===== src/common/phy_regs_pkg.sv =====
// Purpose: shared constants for the link retry and interrupt enable bank
// Assumes: 16-bit management registers, 5-bit register addresses
// Notes: event vectors index 0 maps to register bit 1

package phy_regs_pkg;

  // register geometry and addresses
  localparam int REG_W = 16;
  localparam logic [4:0] ADDR_LINK_RETRY = 5'h17;
  localparam logic [4:0] ADDR_INT_ENABLE = 5'h18;
  localparam logic [4:0] ADDR_INT_STATUS = 5'h19;

  // reset values
  localparam logic [15:0] LINK_RETRY_RESET = 16'h3048;
  localparam logic [15:0] INT_ENABLE_RESET = 16'h0000;
  localparam logic [15:0] UNMAPPED_READ = 16'h0000;

  // link retry control fields; bits 15:14 never stored
  localparam int RETRY_STORE_W = 14;
  localparam int LINK_ALLOW_BIT = 13;
  localparam int RETRY_LSB = 10;
  localparam int RETRY_W = 3;

  // interrupt enable and status bit positions
  localparam int PIN_EN_BIT = 0;
  localparam int RATE_CHG_BIT = 1;
  localparam int LINK_CHG_BIT = 2;
  localparam int RX_CHG_BIT = 3;
  localparam int MAC_FIFO_BIT = 4;
  localparam int IDLE_SAT_BIT = 5;
  localparam int PAGE_RX_BIT = 6;
  localparam int FGC_BIT = 7;
  localparam int NEG_CHG_BIT = 8;
  localparam int SYNC_LOST_BIT = 9;
  localparam int CABLE_BIT = 10;
  localparam int EVT_LSB = 1;
  localparam int EVT_MSB = 10;
  localparam int EVT_W = EVT_MSB - EVT_LSB + 1;

  // management frame layout
  localparam logic [5:0] PREAMBLE_LEN = 6'h20;
  localparam logic [4:0] HDR_LAST = 5'h0c;
  localparam logic [4:0] RD_LAST = 5'h11;
  localparam logic [4:0] WR_LAST = 5'h11;
  localparam logic [1:0] OP_READ = 2'h2;
  localparam logic [1:0] OP_WRITE = 2'h1;

  // management frame states
  typedef enum logic [3:0] {
    ST_PRE = 4'h1,
    ST_HDR = 4'h2,
    ST_WR = 4'h4,
    ST_RD = 4'h8
  } mdio_state_t;

endpackage


===== src/common/status_if.sv =====
// Purpose: carries event, enable and latched status between bank and latch
// Assumes: all signals on the core clock
// Notes: clear_all is combinational from the frame decoder
`timescale 1ns/1ps

interface status_if import phy_regs_pkg::*; ();
  logic [EVT_W-1:0] event_pulse;
  logic [EVT_W-1:0] enables;
  logic clear_all;
  logic [EVT_W-1:0] flags;
  logic pending;

  modport owner (output event_pulse, output enables, output clear_all,
                 input flags, input pending);
  modport latch (input event_pulse, input enables, input clear_all,
                 output flags, output pending);
endinterface


===== src/event_latch.sv =====
// Purpose: sticky event flags with read-clear and masked pending summary
// Assumes: event pulses and clear come from the core clock domain
// Notes: a set in the clearing cycle survives the clear
`timescale 1ns/1ps

module event_latch import phy_regs_pkg::*; (
  // clock and reset
  input wire logic clk,
  input wire logic rst_n,
  // status group
  status_if.latch sif
);

  typedef struct packed {
    logic [EVT_W-1:0] flags;
    logic pending;
  } latch_state_t;

  latch_state_t s_q;
  latch_state_t s_d;

  // flags latch regardless of enables; only enabled ones reach pending
  always_comb begin
    s_d = s_q;
    s_d.flags = (s_q.flags & ~{EVT_W{sif.clear_all}})
      | sif.event_pulse;
    s_d.pending = |(s_d.flags & sif.enables);
  end

  always_ff @(posedge clk or negedge rst_n) begin
    if (!rst_n) begin
      s_q <= '0;
    end else begin
      s_q <= s_d;
    end
  end

  assign sif.flags = s_q.flags;
  assign sif.pending = s_q.pending;

endmodule


===== src/link_retry_seq.sv =====
// Purpose: counts failed link attempts and decides when to drop speed
// Assumes: attempt_fail is a one-cycle pulse from the link machinery
// Notes: fallback holds until link allow is withdrawn
`timescale 1ns/1ps

module link_retry_seq import phy_regs_pkg::*; #(
  parameter int CNT_W = RETRY_W + 1
) (
  // clock and reset
  input wire logic clk,
  input wire logic rst_n,
  // controls
  input wire logic link_allow,
  input wire logic fallback_enable,
  input wire logic [RETRY_W-1:0] retry_limit,
  // link machinery
  input wire logic attempt_fail,
  input wire logic link_up,
  // results
  output logic fallback_active,
  output logic [CNT_W-1:0] fail_count
);

  typedef struct packed {
    logic [CNT_W-1:0] fails;
    logic fallback;
  } retry_state_t;

  retry_state_t s_q;
  retry_state_t s_d;

  // retry limit failures tolerated; one more drops the advertised speed
  always_comb begin
    s_d = s_q;
    if (!link_allow) begin
      s_d.fails = '0;
      s_d.fallback = 1'b0;
    end else if (link_up) begin
      s_d.fails = '0;
    end else if (attempt_fail && !s_q.fallback) begin
      if (fallback_enable && s_q.fails >= CNT_W'(retry_limit)) begin
        s_d.fallback = 1'b1;
        s_d.fails = '0;
      end else if (s_q.fails != {CNT_W{1'b1}}) begin
        s_d.fails = s_q.fails + CNT_W'(1);
      end
    end
  end

  always_ff @(posedge clk or negedge rst_n) begin
    if (!rst_n) begin
      s_q <= '0;
    end else begin
      s_q <= s_d;
    end
  end

  assign fallback_active = s_q.fallback;
  assign fail_count = s_q.fails;

endmodule


===== src/phy_link_irq_mask_regs.sv =====
// Purpose: link retry control and interrupt enable registers behind MDIO
// Assumes: mdc far slower than clk; pins synchronised by two flip-flops
// Notes: status register at its own address is read-only, read clears it
//
// Summary of operation
// link attempts only while link-allow bit set
// cleared link-allow holds device in standby
// standby permits cable diagnostics to run
// retry count field sets attempts before downspeed
// link retry register resets to 0x3048
// interrupt enable register resets to zero
// bit 10 gates cable diagnostics event
// bit 9 gates management sync lost event
// bit gates negotiation status change event
// bit gates frame generator checker event
// bit 6 gates page received event
// bit 5 gates idle error saturation event
// bit 4 gates mac fifo flow event
// bit 3 gates receive status change event
// bit 2 gates link status change event
// bit 1 gates rate change event
// bit 0 enables the interrupt pin
// flags latch; any status read clears all
// flags set always; pending uses enabled only
// frame generator checker sits at bit 7
// exhausted retries fall back to lower speed
// negotiation change enable sits at bit 8
// pin low when enabled and enabled flag pending
`timescale 1ns/1ps

module phy_link_irq_mask_regs import phy_regs_pkg::*; #(
  parameter int CNT_W = RETRY_W + 1
) (
  // clock and reset
  input wire logic clk,
  input wire logic rst_n,
  // management pins
  input wire logic mdc,
  input wire logic mdio_i,
  output logic mdio_o,
  output logic mdio_oe,
  input wire logic [4:0] phy_addr,
  // event pulses from the core, index 0 is register bit 1
  input wire logic [EVT_W-1:0] core_events,
  // link machinery
  input wire logic fallback_fast_enable,
  input wire logic attempt_fail,
  input wire logic link_up,
  // control outputs
  output logic link_attempt_enable,
  output logic standby,
  output logic diag_allowed,
  output logic [RETRY_W-1:0] retry_limit,
  output logic fallback_active,
  output logic [CNT_W-1:0] fail_count,
  // open-drain interrupt pin
  output logic int_n_o,
  output logic int_n_oe
);

  typedef struct packed {
    mdio_state_t st;
    logic mdc_s1;
    logic mdc_s2;
    logic mdc_prev;
    logic mdio_s1;
    logic mdio_s2;
    logic [4:0] addr_s1;
    logic [4:0] addr_s2;
    logic [5:0] ones;
    logic [4:0] cnt;
    logic [11:0] hdr;
    logic [15:0] shreg;
    logic [4:0] reg_sel;
    logic [RETRY_STORE_W-1:0] retry_ctl;
    logic [15:0] int_en;
    logic mdio_o;
    logic mdio_oe;
    logic int_oe;
  } top_state_t;

  localparam top_state_t STATE_RESET = '{
    st: ST_PRE,
    mdc_s1: 1'b0,
    mdc_s2: 1'b0,
    mdc_prev: 1'b0,
    mdio_s1: 1'b1,
    mdio_s2: 1'b1,
    addr_s1: 5'h00,
    addr_s2: 5'h00,
    ones: 6'h00,
    cnt: 5'h00,
    hdr: 12'h000,
    shreg: 16'h0000,
    reg_sel: 5'h00,
    retry_ctl: LINK_RETRY_RESET[RETRY_STORE_W-1:0],
    int_en: INT_ENABLE_RESET,
    mdio_o: 1'b0,
    mdio_oe: 1'b0,
    int_oe: 1'b0
  };

  top_state_t s_q;
  top_state_t s_d;
  logic read_clear;
  logic [EVT_W-1:0] evt;
  logic mdc_rise;
  logic [12:0] hdr_full;
  logic [15:0] wr_full;

  status_if sif ();

  // register read decode; unmapped addresses answer zero
  function automatic logic [15:0] read_value(
    input logic [4:0] addr,
    input logic [RETRY_STORE_W-1:0] retry,
    input logic [15:0] en,
    input logic [EVT_W-1:0] flags
  );
    logic [15:0] v;
    v = UNMAPPED_READ;
    case (addr)
      ADDR_LINK_RETRY: begin
        v = {2'b00, retry};
      end
      ADDR_INT_ENABLE: begin
        v = en;
      end
      ADDR_INT_STATUS: begin
        v = {5'h00, flags, 1'b0};
      end
      default: begin
        v = UNMAPPED_READ;
      end
    endcase
    return v;
  endfunction

  // sticky status flags live in their own small block
  event_latch u_latch (
    .clk(clk),
    .rst_n(rst_n),
    .sif(sif)
  );

  // retry counting and speed fallback
  link_retry_seq #(
    .CNT_W(CNT_W)
  ) u_retry (
    .clk(clk),
    .rst_n(rst_n),
    .link_allow(s_q.retry_ctl[LINK_ALLOW_BIT]),
    .fallback_enable(fallback_fast_enable),
    .retry_limit(s_q.retry_ctl[RETRY_LSB +: RETRY_W]),
    .attempt_fail(attempt_fail),
    .link_up(link_up),
    .fallback_active(fallback_active),
    .fail_count(fail_count)
  );

  // event vector: frame sync loss from this decoder joins the core's
  always_comb begin
    evt = core_events;
    evt[SYNC_LOST_BIT-EVT_LSB] = core_events[SYNC_LOST_BIT-EVT_LSB]
      | (s_q.st == ST_HDR && mdc_rise && s_q.cnt == HDR_LAST
         && !s_q.hdr[11]);
  end

  // enables share the status layout, bits 10 down to 1
  assign sif.event_pulse = evt;
  assign sif.enables = s_q.int_en[EVT_MSB:EVT_LSB];
  assign sif.clear_all = read_clear;

  // edge of the synchronised management clock, read after the second stage
  assign mdc_rise = s_q.mdc_s2 & ~s_q.mdc_prev;
  assign hdr_full = {s_q.hdr, s_q.mdio_s2};
  assign wr_full = {s_q.shreg[14:0], s_q.mdio_s2};

  // frame decoder, register writes and pin drive
  always_comb begin
    s_d = s_q;
    read_clear = 1'b0;
    s_d.mdc_s1 = mdc;
    s_d.mdc_s2 = s_q.mdc_s1;
    s_d.mdc_prev = s_q.mdc_s2;
    s_d.mdio_s1 = mdio_i;
    s_d.mdio_s2 = s_q.mdio_s1;
    s_d.addr_s1 = phy_addr;
    s_d.addr_s2 = s_q.addr_s1;
    if (mdc_rise) begin
      case (s_q.st)
        ST_PRE: begin
          // count ones; a zero after a full preamble is the start bit
          if (s_q.mdio_s2) begin
            if (s_q.ones != PREAMBLE_LEN) begin
              s_d.ones = s_q.ones + 6'h01;
            end
          end else begin
            if (s_q.ones == PREAMBLE_LEN) begin
              s_d.st = ST_HDR;
              s_d.cnt = 5'h00;
              s_d.hdr = 12'h000;
            end
            s_d.ones = 6'h00;
          end
        end
        ST_HDR: begin
          s_d.hdr = hdr_full[11:0];
          s_d.cnt = s_q.cnt + 5'h01;
          if (s_q.cnt == HDR_LAST) begin
            s_d.st = ST_PRE;
            s_d.cnt = 5'h00;
            s_d.reg_sel = hdr_full[4:0];
            // a bad second start bit counts as lost sync
            if (hdr_full[12] && hdr_full[9:5] == s_q.addr_s2) begin
              if (hdr_full[11:10] == OP_READ) begin
                s_d.st = ST_RD;
                s_d.shreg = read_value(hdr_full[4:0], s_q.retry_ctl,
                                       s_q.int_en, sif.flags);
                // clear in the capture cycle so no event slips between
                read_clear = (hdr_full[4:0] == ADDR_INT_STATUS);
              end else if (hdr_full[11:10] == OP_WRITE) begin
                s_d.st = ST_WR;
              end
            end
          end
        end
        ST_WR: begin
          // the two turnaround bits shift out past the top
          s_d.shreg = wr_full;
          s_d.cnt = s_q.cnt + 5'h01;
          if (s_q.cnt == WR_LAST) begin
            s_d.st = ST_PRE;
            s_d.cnt = 5'h00;
            if (s_q.reg_sel == ADDR_LINK_RETRY) begin
              s_d.retry_ctl = wr_full[RETRY_STORE_W-1:0];
            end else if (s_q.reg_sel == ADDR_INT_ENABLE) begin
              s_d.int_en = wr_full; // reserved bits are plain storage
            end
          end
        end
        ST_RD: begin
          // zero turnaround bit, then sixteen bits msb first
          s_d.cnt = s_q.cnt + 5'h01;
          if (s_q.cnt == 5'h00) begin
            s_d.mdio_oe = 1'b1;
            s_d.mdio_o = 1'b0;
          end else if (s_q.cnt == RD_LAST) begin
            s_d.mdio_oe = 1'b0;
            s_d.mdio_o = 1'b0;
            s_d.st = ST_PRE;
            s_d.cnt = 5'h00;
          end else begin
            s_d.mdio_o = s_q.shreg[15];
            s_d.shreg = {s_q.shreg[14:0], 1'b0};
          end
        end
        default: begin
          s_d.st = ST_PRE;
          s_d.cnt = 5'h00;
          s_d.mdio_oe = 1'b0;
        end
      endcase
    end
    // pin pulls low only while its enable and an enabled flag both stand
    s_d.int_oe = s_q.int_en[PIN_EN_BIT] & sif.pending;
  end

  always_ff @(posedge clk or negedge rst_n) begin
    if (!rst_n) begin
      s_q <= STATE_RESET;
    end else begin
      s_q <= s_d;
    end
  end

  // management pin drive
  assign mdio_o = s_q.mdio_o;
  assign mdio_oe = s_q.mdio_oe;

  // link control outputs straight from the stored register
  assign link_attempt_enable = s_q.retry_ctl[LINK_ALLOW_BIT];
  assign standby = ~s_q.retry_ctl[LINK_ALLOW_BIT];
  assign diag_allowed = ~s_q.retry_ctl[LINK_ALLOW_BIT];
  assign retry_limit = s_q.retry_ctl[RETRY_LSB +: RETRY_W];

  // open-drain: level always low, only the enable moves
  assign int_n_o = 1'b0;
  assign int_n_oe = s_q.int_oe;

endmodule

===== config.mk =====
export PLATFORM = sky130hd
export DESIGN_NAME = phy_link_irq_mask_regs
export DESIGN_NICKNAME = d
export VERILOG_FILES = /design/src/common/phy_regs_pkg.sv /design/src/common/status_if.sv /design/src/event_latch.sv /design/src/link_retry_seq.sv /design/src/phy_link_irq_mask_regs.sv
export SDC_FILE = /design/constraint.sdc
export NUM_CORES = 1
export LEC_CHECK = 0
export ABC_CLOCK_PERIOD_IN_PS = 2900
export BUFFER_PORTS_ARGS = -buffer_cell sky130_fd_sc_hd__buf_2
export CORE_MARGIN = 4
export CORE_UTILIZATION = 50
export DETAILED_ROUTE_END_ITERATION = 12
export PLACE_DENSITY = 0.78
export SLEW_MARGIN = 20
export SYNTH_ARGS = -nofsm -noshare
export SYNTH_HDL_FRONTEND = slang
export SYNTH_SLANG_ARGS = --single-unit

===== constraint.sdc =====
create_clock -name clk -period 2.9 [get_ports clk]
set_input_delay 0.725 -clock clk [delete_from_list [all_inputs] [get_ports clk]]
set_output_delay 0.725 -clock clk [all_outputs]
set_load 0.02 [all_outputs]

==> flow_metrics.py <==
metrics = {
    "outcome": {
        "status": "complete, no violations",
    },
    "sta": {
        "timing.final.max_slew_violations": 0,
        "finalCritPeriodShare": 0.8337,
        "final.setup_skew_ns": 0.01526,
        "final_count_of_negative_setup_slack_endpoints": 0,
        "fmax_mhz": 413.6,
        "worst_slew_margin_rel": 0.5930,
        "tightestPinTransition_ns": 0.6091,
        "grt_setup_unrepaired": "no",
        "report.final.hold_viol_count": 0,
        "hold_slack_ns": 0.2908,
        "period_minus_slack_ns": 2.418,
        "fin_setup_tns_ns": 0,
    },
    "critical_path": {
        "worstPathRequired_ns": 3.17,
        "setup.worst_path.start_class": "flip-flop",
        "timing.critical_path.to_type": "flip-flop",
        "path_class": "flip-flop to flip-flop",
        "cp_data_arrival_time_ns": 2.69,
        "worst-path-max-fanout": 16,
    },
    "global_route": {
        "gr-total-overflow": 0,
        "grt_first_pass_wirelength_um": 17510,
        "grt_pass1_vias": 3567,
        "largest_net_degree_at_the_start_of_global_routing": 78,
        "grt_antenna_before_repair": 0,
        "grt_use_total": 0.1738,
    },
    "yosys": {
        "cell_type_with_the_highest_aggregate_area_in_the_netlist": "dfrtp_1",
        "count_of_different_cell_masters_after_synthesis": 59,
        "dominantRegCellSynth": "dfrtp_1",
        "synthCells": 437,
        "synth_top_cell_area_share": 0.4982,
        "synth.ff_latch_count": 112,
        "ys_seq_area_frac": 0.5331,
        "synth_edf_count": 0,
        "yosys-top-cells-area": "dfrtp_1 50%, mux2_2 11%, dfstp_2 3.5%, a22oi_1 2.8%, o21ai_0 2.8%",
        "synthArstFlopShare": 1.000,
        "yosys_warnings": 0,
        "synth_nets": 470,
        "synth.cell_area_um2": 5274,
        "syn_area_per_cell_um2": 12.07,
    },
    "cells_and_area": {
        "fill_cells": 847,
        "utilization": 0.5638,
        "register_area_um2": 2811,
        "areaGrowthSynthToFinish_pct": 9.870,
        "antenna-diode-count": 0,
        "multi_input_area_um2": 2287,
        "final_net_count": 507,
        "share_of_final_layout_standard_cells_stronger_than_drive_strength_1": 0.2860,
    },
    "die": {
        "pin_count": 37,
        "start_util": 0.5131,
        "fp.dieArea_um2": 12250,
        "fp.dieH_um": 110.7,
        "die_width_um": 110.7,
        "rows": 37,
        "core-area_um2": 10280,
    },
    "pwr": {
        "vdd.ir_drop.worst_uv": 289.5,
        "cellPowerDensity_nw_per_um2": 515.1,
        "leakagePower_nw": 2.603,
    },
    "routing": {
        "1st_iter_drt_viols": 172,
        "routed_vias_inst": 5.652,
        "post_drt_wl_per_cell_um": 16.59,
        "drt_drc": 0,
        "detail_route.first_pass.iterations": 4,
        "route.final.wire_length_um": 10200,
        "dr_total_vias": 3476,
        "detail-route-antenna-nets": 0,
    },
    "clock_tree": {
        "post_cts_resize_count": 0,
        "numCtsBuffers": 9,
        "cts.path.max_buffers": 2,
        "clock_tree_from_tritoncts": "done",
        "worst_setup_hold_path_clk_slew_ns": 0.11,
        "htree_levels": 3,
        "clock_insertion_delay_worst_skew_ns": 0.38,
        "postCtsSetupRepairBufs": 0,
        "clkSinkCount": 112,
        "post_cts_hold_buffer_count": 0,
        "cts-root-buf": "clkbuf_8",
    },
    "min_path": {
        "hold_class": "input port to asynchronous set/reset pin",
    },
    "placed_design": {
        "post-dp-hpwl_um": 6970,
        "finalWeightedCongestion": 0.8417,
        "count_of_port_buffers_added_during_placement": 35,
    },
    "job": {
        "max_cap_violations": 0,
    },
}
## path summary, 6_finish.rpt
| kind | startpoint | endpoint | slack (ns) | cells past startpoint |
|---|---|---|---|---|
| min in group clk | s_d[78] | s_q[78] | 0.36 | 0 |
| setup / recovery | s_q[66] | s_q[40] | 0.48 | 6 |
| hold reg to reg | s_d[78] | s_q[78] | 0.36 | 0 |
| setup reg to reg | s_q[66] | s_q[40] | 0.48 | 6 |
| hold / removal | rst_n | hdr_full[6] | 0.29 | 1 |
| max in group asynchronous | rst_n | s_q[25] | 1.84 | 2 |
## through the flow
step | setup slack, ns | instance area [µm²] | total power [mW] | instances
CTS | 0.4969 | 5794 | 3.015 | 615
finish | 0.4824 | 5794 | 2.985 | 615
detailed placement | 0.5112 | 5605 | 2.113 | 599
global placement | 0.5737 | 5605 | 2.097 | 599
global route | 0.3230 | 5794 | 3.152 | 615
floorplan | 0.8362 | 5274 | 1.974 | 437
## worst max-delay path: stages, from the launching register on
cell      delay [ns]
dfrtp_1         0.45
inv_1           0.09
ha_1            0.17
nand4b_1        0.24
a221o_1         0.47
a21oi_4         0.50
mux2_2          0.40
## per-layer routing
layer | GRT usage | wire length [µm] | vias to the layer above
li1 | - | - | 1666
met1 | 0.2335 | 4840 | 1746
met2 | 0.2795 | 4912 | 52
met3 | 0.03930 | 259 | 12
met4 | 0.05911 | 189 | 0
met5 | 0 | 0 | -
## report_power, final
group	switching [mW]	internal, mW
clock	0.554	0.347
combinational	0.199	0.152
sequential	0.0945	1.64
total	0.847	2.14
## synthesized netlist by cell type (all sizes together), types with 2 or more instances
master	number
and3	3
inv	17
o31ai	2
or4	2
dfstp	7
nand2	32
nor4	2
nand4b	3
dfrtp	105
nand3	8
a21oi	8
o21ai	30
ha	11
or2	2
a22o	14
nor2	17
a211o	3
buf	11
clkbuf	9
nor2b	5
a22oi	20
a32o	2
xor2	10
a21o	12
nand4	8
a31oi	2
and2	5
nor3	3
nand2b	5
nor4b	3
mux2	61
## placed cells by master (no fill, tap or decap), drive strengths merged, types with 2 or more instances in the layout
master	instances
a211o	3
or4	2
xor2	10
nand4	8
nand3	8
clkinvlp	3
nor4b	3
o21ai	30
nand2	32
buf	46
inv	19
nor4	2
nand2b	5
mux2	61
a31oi	2
clkbuf	10
and2	5
nor3	3
ha	11
or2	2
nand4b	3
dfstp	7
a21oi	8
a21o	12
dfrtp	105
a22o	14
o31ai	2
nor2b	5
and3	3
nor2	17
a32o	2
a22oi	20
## state kept, by name, indices dropped and copies added, names as in the netlist
signal	cells
hdr_full	13
u_latch.sif.flags	10
retry_limit	3
int_n_oe	1
u_retry.fallback_active	1
u_retry.fail_count	4
link_attempt_enable	1
mdio_oe	1
s_q	68
s_d	8
mdio_o	1
u_latch.sif.pending	1
## logic make-up after synthesis
kind of cell               Yosys count  synth area share
other                                1         0.0007111
DFF                                112            0.5331
AOI/OAI and AO/OA                  102            0.1390
adders and majority gates           11           0.02610
and+or+nand+nor                    103            0.1198
buffers and inverters               37           0.03440
xor gates and xnor gates            10           0.01661
muxes                               61            0.1302
## area by class of cell
type / count / share of cell area
inverters: 17 / 0.01101
clock buffers: 10 / 0.02375
multi-input cells: 288 / 0.3947
flip-flops and latches: 112 / 0.4852
repair buffers: 46 / 0.04707
clock inverters: 6 / 0.008853
well taps: 136 / 0.02937
No activity file was read; power rests on OpenSTA's default activity.
